==> config.mk <==
export PLATFORM = sky130hd
export DESIGN_NAME = ewp_host
export DESIGN_NICKNAME = d
export VERILOG_FILES = /design/src/ewp_pkg.sv /design/src/ewp_bus_cycle.sv /design/src/ewp_host.sv
export SDC_FILE = /design/constraint.sdc
export NUM_CORES = 1
export LEC_CHECK = 0
export BUFFER_PORTS_ARGS = -buffer_cell sky130_fd_sc_hd__buf_2
export CORE_AREA = 2 2 101 103
export DETAILED_ROUTE_END_ITERATION = 12
export DIE_AREA = 0 0 103 105
export PLACE_DENSITY = 0.75
export SLEW_MARGIN = 10
export SYNTH_ARGS = -nofsm -noshare
export SYNTH_HDL_FRONTEND = slang
export SYNTH_SLANG_ARGS = --single-unit
==> constraint.sdc <==
create_clock -name I_CLK -period 2.7 [get_ports I_CLK]
set_clock_uncertainty 0.05 [all_clocks]
set_input_delay 0.81 -clock I_CLK [delete_from_list [all_inputs] [get_ports I_CLK]]
set_output_delay 0.81 -clock I_CLK [all_outputs]
set_load 0.02 [all_outputs]
==> src/ewp_pkg.sv <==
package ewp_pkg;
   // What this block does
   // - Host detects completion only by comparing two consecutive reads.
   // - Host arms the lock with three command writes.
   // - Host issues command and data writes with page-write timing.
   // - While armed, every write must be prefixed by the arming sequence; the host prefixes only EWP_OP_ARM writes, EWP_OP_WRITE goes unprefixed.
   // - Host disarms the lock with a six-write command sequence.
   // - Host starts data loads within the byte_load_window after arming.

   localparam int CLK_MHZ = 100;
   localparam int ADDR_W = 15;
   localparam int DATA_W = 8;
   localparam int TOGGLE_BIT = 6;
   localparam int PAGE_BYTES = 64;
   // Strobe low time: must exceed 150 ns, well above the 20 ns noise filter; the code holds the strobe low for exactly 150 ns (15 cycles).
   localparam int STROBE_NS = 150;
   localparam int STROBE_CYC = (STROBE_NS * CLK_MHZ + 999) / 1000;
   localparam int SETUP_NS = 50;
   localparam int SETUP_CYC = (SETUP_NS * CLK_MHZ + 999) / 1000;
   localparam int READ_NS = 300;
   localparam int READ_CYC = (READ_NS * CLK_MHZ + 999) / 1000;
   // Idle gap between loads; far below the 100 us byte_load_window.
   localparam int GAP_NS = 200;
   localparam int GAP_CYC = (GAP_NS * CLK_MHZ + 999) / 1000;
   localparam int WINDOW_US = 100;
   localparam int WINDOW_CYC = WINDOW_US * CLK_MHZ;
   localparam int LOCKOUT_MS = 10;
   localparam int LOCKOUT_CYC = LOCKOUT_MS * 1000 * CLK_MHZ;
   localparam int PROG_MS = 10;
   localparam int PROG_CYC = PROG_MS * 1000 * CLK_MHZ;
   localparam int CNT_W = 24;
   localparam int ARM_LEN = 3;
   localparam int DISARM_LEN = 6;
   localparam int SEQ_W = 3;

   typedef enum logic [1:0] {
      EWP_OP_WRITE = 2'h0,
      EWP_OP_ARM = 2'h1,
      EWP_OP_DISARM = 2'h2,
      EWP_OP_NONE = 2'h3
   } ewp_op_t;
endpackage

==> src/ewp_bus_cycle.sv <==
module ewp_bus_cycle (
   input wire logic i_clk,
   input wire logic i_rst_n,
   input wire logic i_start,
   input wire logic i_write,
   input wire logic [ewp_pkg::ADDR_W-1:0] i_addr,
   input wire logic [ewp_pkg::DATA_W-1:0] i_wdata,
   input wire logic [ewp_pkg::DATA_W-1:0] i_dq_sync,
   output logic o_done,
   output logic [ewp_pkg::DATA_W-1:0] o_rdata,
   output logic [ewp_pkg::ADDR_W-1:0] o_a,
   output logic [ewp_pkg::DATA_W-1:0] o_dq_out,
   output logic o_dq_oe,
   output logic o_ce_n,
   output logic o_oe_n,
   output logic o_we_n
);
   typedef enum logic [1:0] {
      BC_IDLE = 2'b00,
      BC_SETUP = 2'b01,
      BC_PULSE = 2'b11,
      BC_GAP = 2'b10
   } ewp_bc_t;
   ewp_bc_t st, next_st;
   logic [7:0] cnt, next_cnt;
   logic wr, next_wr, done, next_done;
   logic [ewp_pkg::ADDR_W-1:0] a, next_a;
   logic [ewp_pkg::DATA_W-1:0] d, next_d, rd, next_rd;
   logic ce_n, next_ce_n, oe_n, next_oe_n, we_n, next_we_n, oe, next_oe;

   always_comb begin
      next_st = st;
      next_cnt = cnt;
      next_wr = wr;
      next_done = 1'b0;
      next_a = a;
      next_d = d;
      next_rd = rd;
      next_ce_n = ce_n;
      next_oe_n = oe_n;
      next_we_n = we_n;
      next_oe = oe;
      unique case (st)
         BC_IDLE: begin
            if (i_start) begin
               next_wr = i_write;
               next_a = i_addr;
               next_d = i_wdata;
               next_ce_n = 1'b0;
               next_oe_n = i_write;
               next_oe = i_write;
               next_cnt = 8'(ewp_pkg::SETUP_CYC);
               next_st = BC_SETUP;
            end
         end
         BC_SETUP: begin
            if (cnt <= 8'h01) begin
               // Strobe held low for full pulse time, beating noise filter.
               next_we_n = !wr;
               next_cnt = wr ? 8'(ewp_pkg::STROBE_CYC) : 8'(ewp_pkg::READ_CYC);
               next_st = BC_PULSE;
            end else begin
               next_cnt = cnt - 8'h01;
            end
         end
         BC_PULSE: begin
            if (cnt <= 8'h01) begin
               next_we_n = 1'b1;
               next_ce_n = 1'b1;
               next_oe_n = 1'b1;
               next_rd = i_dq_sync;
               next_cnt = 8'(ewp_pkg::GAP_CYC);
               next_st = BC_GAP;
            end else begin
               next_cnt = cnt - 8'h01;
            end
         end
         BC_GAP: begin
            next_oe = 1'b0;
            if (cnt <= 8'h01) begin
               next_done = 1'b1;
               next_st = BC_IDLE;
            end else begin
               next_cnt = cnt - 8'h01;
            end
         end
      endcase
   end

   always_ff @(posedge i_clk or negedge i_rst_n) begin
      if (!i_rst_n) begin
         st <= BC_IDLE;
         cnt <= 8'h00;
         wr <= 1'b0;
         done <= 1'b0;
         a <= '0;
         d <= '0;
         rd <= '0;
         ce_n <= 1'b1;
         oe_n <= 1'b1;
         we_n <= 1'b1;
         oe <= 1'b0;
      end else begin
         st <= next_st;
         cnt <= next_cnt;
         wr <= next_wr;
         done <= next_done;
         a <= next_a;
         d <= next_d;
         rd <= next_rd;
         ce_n <= next_ce_n;
         oe_n <= next_oe_n;
         we_n <= next_we_n;
         oe <= next_oe;
      end
   end

   assign o_done = done;
   assign o_rdata = rd;
   assign o_a = a;
   assign o_dq_out = d;
   assign o_dq_oe = oe;
   assign o_ce_n = ce_n;
   assign o_oe_n = oe_n;
   assign o_we_n = we_n;
endmodule

==> src/ewp_host.sv <==
module ewp_host #(
   parameter int LOCKOUT_CYC = ewp_pkg::LOCKOUT_CYC,
   parameter int PROG_CYC = ewp_pkg::PROG_CYC,
   parameter int WINDOW_CYC = ewp_pkg::WINDOW_CYC,
   parameter logic [14:0] CMD_A1 = 15'h5555, // Command values are parameters.
   parameter logic [14:0] CMD_A2 = 15'h2aaa,
   parameter logic [7:0] CMD_D1 = 8'haa,
   parameter logic [7:0] CMD_D2 = 8'h55,
   parameter logic [7:0] ARM_D3 = 8'ha0,
   parameter logic [7:0] DIS_D3 = 8'h80,
   parameter logic [7:0] DIS_D6 = 8'h20
) (
   input wire logic I_CLK,
   input wire logic I_RST_N,
   input wire logic i_req,
   input wire logic [1:0] i_op,
   input wire logic [ewp_pkg::ADDR_W-1:0] i_addr,
   input wire logic [ewp_pkg::DATA_W-1:0] i_wdata,
   input wire logic [ewp_pkg::DATA_W-1:0] i_dq,
   output logic o_busy,
   output logic o_done,
   output logic o_timeout,
   output logic [ewp_pkg::ADDR_W-1:0] o_a,
   output logic [ewp_pkg::DATA_W-1:0] o_dq_out,
   output logic o_dq_oe,
   output logic o_ce_n,
   output logic o_oe_n,
   output logic o_we_n
);
   typedef enum logic [2:0] {
      H_INIT = 3'b000,
      H_IDLE = 3'b001,
      H_CMD = 3'b011,
      H_DATA = 3'b010,
      H_POLL = 3'b110,
      H_DONE = 3'b111
   } ewp_host_t;

   function automatic logic [22:0] cmd_word(input logic [1:0] op, input logic [2:0] idx);
      logic [22:0] w;
      w = {CMD_A1, CMD_D1};
      unique case (idx)
         3'h0: w = {CMD_A1, CMD_D1};
         3'h1: w = {CMD_A2, CMD_D2};
         3'h2: w = {CMD_A1, (op == 2'(ewp_pkg::EWP_OP_DISARM)) ? DIS_D3 : ARM_D3};
         3'h3: w = {CMD_A1, CMD_D1};
         3'h4: w = {CMD_A2, CMD_D2};
         default: w = {CMD_A1, DIS_D6};
      endcase
      return w;
   endfunction

   logic [ewp_pkg::DATA_W-1:0] dq_s1, dq_s2;
   ewp_host_t st, next_st;
   logic [ewp_pkg::CNT_W-1:0] tmr, next_tmr;
   logic [ewp_pkg::SEQ_W-1:0] idx, next_idx;
   logic [1:0] op, next_op;
   logic [ewp_pkg::ADDR_W-1:0] addr, next_addr;
   logic [ewp_pkg::DATA_W-1:0] wdat, next_wdat;
   logic have_prev, next_have_prev, prev6, next_prev6;
   logic busy, next_busy, done, next_done, tout, next_tout;
   logic cyc_start, cyc_write, cyc_done;
   logic [ewp_pkg::ADDR_W-1:0] cyc_addr;
   logic [ewp_pkg::DATA_W-1:0] cyc_wdata, cyc_rdata;
   logic [22:0] cw;

   always_ff @(posedge I_CLK or negedge I_RST_N) begin
      if (!I_RST_N) begin
         dq_s1 <= '0;
         dq_s2 <= '0;
      end else begin
         dq_s1 <= i_dq;
         dq_s2 <= dq_s1;
      end
   end

   always_comb begin
      cw = cmd_word(op, idx);
      next_st = st;
      next_tmr = tmr;
      next_idx = idx;
      next_op = op;
      next_addr = addr;
      next_wdat = wdat;
      next_have_prev = have_prev;
      next_prev6 = prev6;
      next_busy = busy;
      next_done = 1'b0;
      next_tout = tout;
      cyc_start = 1'b0;
      cyc_write = 1'b1;
      cyc_addr = cw[22:8];
      cyc_wdata = cw[7:0];
      unique case (st)
         H_INIT: begin
            // Wait out the chip's power-up write lockout before any write.
            if (tmr >= ewp_pkg::CNT_W'(LOCKOUT_CYC)) begin
               next_busy = 1'b0;
               next_st = H_IDLE;
            end else begin
               next_tmr = tmr + 1'b1;
            end
         end
         H_IDLE: begin
            if (i_req && i_op != 2'(ewp_pkg::EWP_OP_NONE)) begin
               next_op = i_op;
               next_addr = i_addr;
               next_wdat = i_wdata;
               next_idx = '0;
               next_busy = 1'b1;
               next_tout = 1'b0;
               next_st = (i_op == 2'(ewp_pkg::EWP_OP_WRITE)) ? H_DATA : H_CMD;
               cyc_start = 1'b0;
            end
         end
         H_CMD: begin
            // Arm prefix is three writes; disarm is six, back to back.
            cyc_start = 1'b1;
            if (cyc_done) begin
               cyc_start = 1'b0;
               if ((op == 2'(ewp_pkg::EWP_OP_DISARM) && idx == 3'(ewp_pkg::DISARM_LEN - 1))
                   || (op != 2'(ewp_pkg::EWP_OP_DISARM) && idx == 3'(ewp_pkg::ARM_LEN - 1)))
                  // After the arm prefix, data follows inside the load window; after disarm, polling starts.
                  next_st = (op == 2'(ewp_pkg::EWP_OP_ARM)) ? H_DATA : H_POLL;
               else
                  next_idx = idx + 1'b1;
               next_tmr = '0;
               next_have_prev = 1'b0;
            end
         end
         H_DATA: begin
            // Armed-lock writes are prefixed above; plain writes go direct.
            cyc_start = 1'b1;
            cyc_addr = addr;
            cyc_wdata = wdat;
            if (cyc_done) begin
               cyc_start = 1'b0;
               next_tmr = '0;
               next_have_prev = 1'b0;
               next_st = H_POLL;
            end
         end
         H_POLL: begin
            // Completion only when two consecutive reads agree on bit 6.
            // Reads wait out the byte_load_window, or stale data would pass as done.
            cyc_start = (tmr >= ewp_pkg::CNT_W'(WINDOW_CYC));
            cyc_write = 1'b0;
            cyc_addr = addr;
            next_tmr = tmr + 1'b1;
            if (cyc_done) begin
               cyc_start = 1'b0;
               next_have_prev = 1'b1;
               next_prev6 = cyc_rdata[ewp_pkg::TOGGLE_BIT];
               if (have_prev && prev6 == cyc_rdata[ewp_pkg::TOGGLE_BIT])
                  next_st = H_DONE;
            end
            // Give up past the programming limit plus one load window.
            if (tmr >= ewp_pkg::CNT_W'(PROG_CYC + WINDOW_CYC)) begin
               next_tout = 1'b1;
               next_st = H_DONE;
            end
         end
         H_DONE: begin
            next_busy = 1'b0;
            next_done = 1'b1;
            next_st = H_IDLE;
         end
         default: next_st = H_IDLE;
      endcase
   end

   always_ff @(posedge I_CLK or negedge I_RST_N) begin
      if (!I_RST_N) begin
         st <= H_INIT;
         tmr <= '0;
         idx <= '0;
         op <= 2'h0;
         addr <= '0;
         wdat <= '0;
         have_prev <= 1'b0;
         prev6 <= 1'b0;
         busy <= 1'b1;
         done <= 1'b0;
         tout <= 1'b0;
      end else begin
         st <= next_st;
         tmr <= next_tmr;
         idx <= next_idx;
         op <= next_op;
         addr <= next_addr;
         wdat <= next_wdat;
         have_prev <= next_have_prev;
         prev6 <= next_prev6;
         busy <= next_busy;
         done <= next_done;
         tout <= next_tout;
      end
   end

   ewp_bus_cycle u_cycle (
      .i_clk(I_CLK),
      .i_rst_n(I_RST_N),
      .i_start(cyc_start),
      .i_write(cyc_write),
      .i_addr(cyc_addr),
      .i_wdata(cyc_wdata),
      .i_dq_sync(dq_s2),
      .o_done(cyc_done),
      .o_rdata(cyc_rdata),
      .o_a(o_a),
      .o_dq_out(o_dq_out),
      .o_dq_oe(o_dq_oe),
      .o_ce_n(o_ce_n),
      .o_oe_n(o_oe_n),
      .o_we_n(o_we_n)
   );

   assign o_busy = busy;
   assign o_done = done;
   assign o_timeout = tout;
endmodule

==> summary.md <==
| Metric | Value |
|---|---|
| Fin crit share | 85.9% |
| All-Layer GR Usage | 23.1% |
| DRT Pass-1 Iters | 5 |
| Worst Path Arrival | 2.56 ns |
| Clock Pin Slew Worst Setup and Hold Paths | 0.10 ns |
| Final GP Congestion | 0.821 |
| Slowest Stage Delay on Critical Path | 0.54 ns |
| Fin worst setup slack | 0.380 ns |
| Number of synthesized register bits | 102 |
| Outcome | complete, no violations |
| Highest-count cells in the layout ignoring fill and taps | dfrtp_1 (98), nand2_1 (73), buf_2 (57) |
| Slew Limit Fails | 0 |
| Post-synthesis cell type count | 60 |
| DRT antenna net count | 0 |
| Worst-Skew Late Latency | 0.39 ns |
| Total gr overflow | 0 |
| Die area | 0.0108 mm^2 |
| RSZ-0062 raised after global routing | false |
| Max cap viols | 0 |
| Vias in the first global route | 4,066 |
| Vias per cell | 5.80 |
| Initial Util | 54.1% |
| Cell Chain, Critical Path | or4_1 -> a41o_1 -> a22oi_4 -> or3_1 -> buf_12 -> nand2_1 -> o31ai_1 |
| Area Growth Syn to Fin | 11.9% |
| FILL cells | 866 |
| Cell count after synthesis | 548 |
| Flop2flop setup slack | 0.38 ns |
| Hold Violations, Final | 0 |
| Routed WL | 11,800 um |
| Mapped Area | 0.00522 mm^2 |
| Residual DRC | 0 |
| HP Class | register to register |
| Global-route wire length before repair | 19,800 um |
| Worst hold margin | 0.310 ns |
| Hpwl dp | 8350 um |
| CP delay by family, top | simple AND/OR/NAND/NOR gates |
| Leakage power | 2.67 nW |
| Num ports | 66 |
| Layout cells sized above 1 | 21.5% |
| Power Density | 1050 mW/mm^2 |
| Number of core rows | 36 |
| Slew @ Worst Pin | 0.727 ns |
| Core Area | 0.00964 mm^2 |
| Final Cell Area | 0.00583 mm^2 |
| Sequential fraction of the synthesis area | 49.0% |
| Largest net degree at the start of global routing | 51 |
| CTS sink count | 102 |
| Critical Path RT | 2.94 ns |
| Via count | 4,289 |
| Commonest non-fill, non-tap cell in the layout | dfrtp_1 |
| CTS max path bufs | 2 |
| Fin crit period | 2.32 ns |
| Die width | 103 um |
| H-tree Lvls | 3 |
| Setup violators final | 0 |
| EDFF count, synth | 0 |
| Pre-CTS setup slack | 0.419 ns |
| Post-synth ARST share | 100% |
| Routed wire length per instance | 16.0 um |
| Worst rel slew slack | 51.5% |
| Syn. warnings | 0 |
| VDD IR max | 621 uV |
| Die height | 105 um |
| Nets | 646 |
| Endpoint class of the critical path | register |
| Hold_buf cts | 0 |
| CTS tree | done |
| Critical Path Start Type | register |
| Root cell of the clock tree | clkbuf_8 |
| Main synth FF type | dfrtp_1 |
| Post_cts resized | 0 |
| Worst path bufs/invs | 1 |
| PnR Total Power | 6.15 mW |
| Fmax achieved | 431 MHz |
| Syn nets | 593 |
| Starting DRT DRC Count | 274 |
| Ant. Diodes | 0 |
| Num CTS Buffers | 9 |
| WS Path Type | register to register |
| Syn avg cell area | 9.52 um^2 |
| Setup Fix Bufs, Post-CTS | 0 |
| TNS Setup | 0 ns |
| Placement Cell Area | 0.00564 mm^2 |
| Number of port buffers | 58 |
| Crit path max fanout | 50 |
| Initial antenna violation count | 0 |
| Crit-path slowest cell | or4_1 |
-- final cells by class --
type | instances | area, um^2 | share of cell area [%]
Tap cell | 133 | 166 | 2.85
Clock buffer | 10 | 138 | 2.36
Multi-Input combinational cell | 402 | 2440 | 41.8
Sequential cell | 102 | 2560 | 43.8
Timing Repair Buffer | 71 | 415 | 7.12
Inverter | 15 | 56.3 | 0.965
Clock inverter | 6 | 60.1 | 1.03
-- layer usage --
metal	GRT usage (%)	wire [um]
met1	31.9	5290
met2	37.2	5930
met3	5.28	473
met4	5.08	93
met5	0	0
-- through the flow --
step                      std cells  utilization, %
after floorplan                 548               -
after global placement          723            58.5
after detailed placement        723            58.5
after CTS                       739            60.5
after global routing            739            60.5
final                           739            60.5
-- cell usage after synthesis (9+ instances only) --
library cell  number  area [um^2]
dfrtp_1           98         2450
or4_1              9         67.6
nor3_1            17         85.1
inv_1             15         56.3
nand3_1           14         70.1
o31ai_1           17          128
nand2_1           73          274
clkbuf_1          14         52.6
nor2_1            51          191
mux2_2            29          327
ha_1               9          113
and2_1            12         75.1
or3_1             12         75.1
o21ai_0           40          200
a21oi_1           45          225
-- kinds of logic (layout without fill, tap and decap cells) --
| kind of cell | after synthesis | after routing | synth area share, % |
|---|---|---|---|
| mux | 32 | 32 | 6.84 |
| simple gates | 219 | 219 | 20.3 |
| compound gates | 138 | 138 | 16.7 |
| flops | 102 | 102 | 49.0 |
| xor+xnor | 3 | 3 | 0.504 |
| fa+ha+maj | 10 | 10 | 2.35 |
| buf+inv | 44 | 102 | 4.17 |
-- flip-flops by register name, indices dropped and copies added (netlist names), 2 cells and up --
name              flops
addr                 15
idx                   3
op                    2
st                    3
tmr                  24
u_cycle.cnt           8
u_cycle.o_a          15
u_cycle.o_dq_out      8
u_cycle.st            2
wdat                  8
-- path summary, 6_finish.rpt --
check / start / end / cells after the start
worst max-delay path: tmr[7]$_DFFE_PN0P_ / u_cycle.o_a[7]$_DFFE_PN0P_ / 7
worst min-delay path: dq_s1[6]$_DFF_PN0_ / dq_s2[6]$_DFF_PN0_ / 0
worst max register to register: tmr[7]$_DFFE_PN0P_ / u_cycle.o_a[7]$_DFFE_PN0P_ / 7
worst min register to register: dq_s1[6]$_DFF_PN0_ / dq_s2[6]$_DFF_PN0_ / 0
max in group asynchronous: I_RST_N / tmr[10]$_DFFE_PN0P_ / 2
min in group asynchronous: I_RST_N / wdat[2]$_DFFE_PN0P_ / 1
-- power breakdown --
group          switching (mW)  internal (mW)
clock network           0.599          0.387
logic                    1.57           1.06
registers               0.461           2.07
Power figures use the tool's default switching activity.
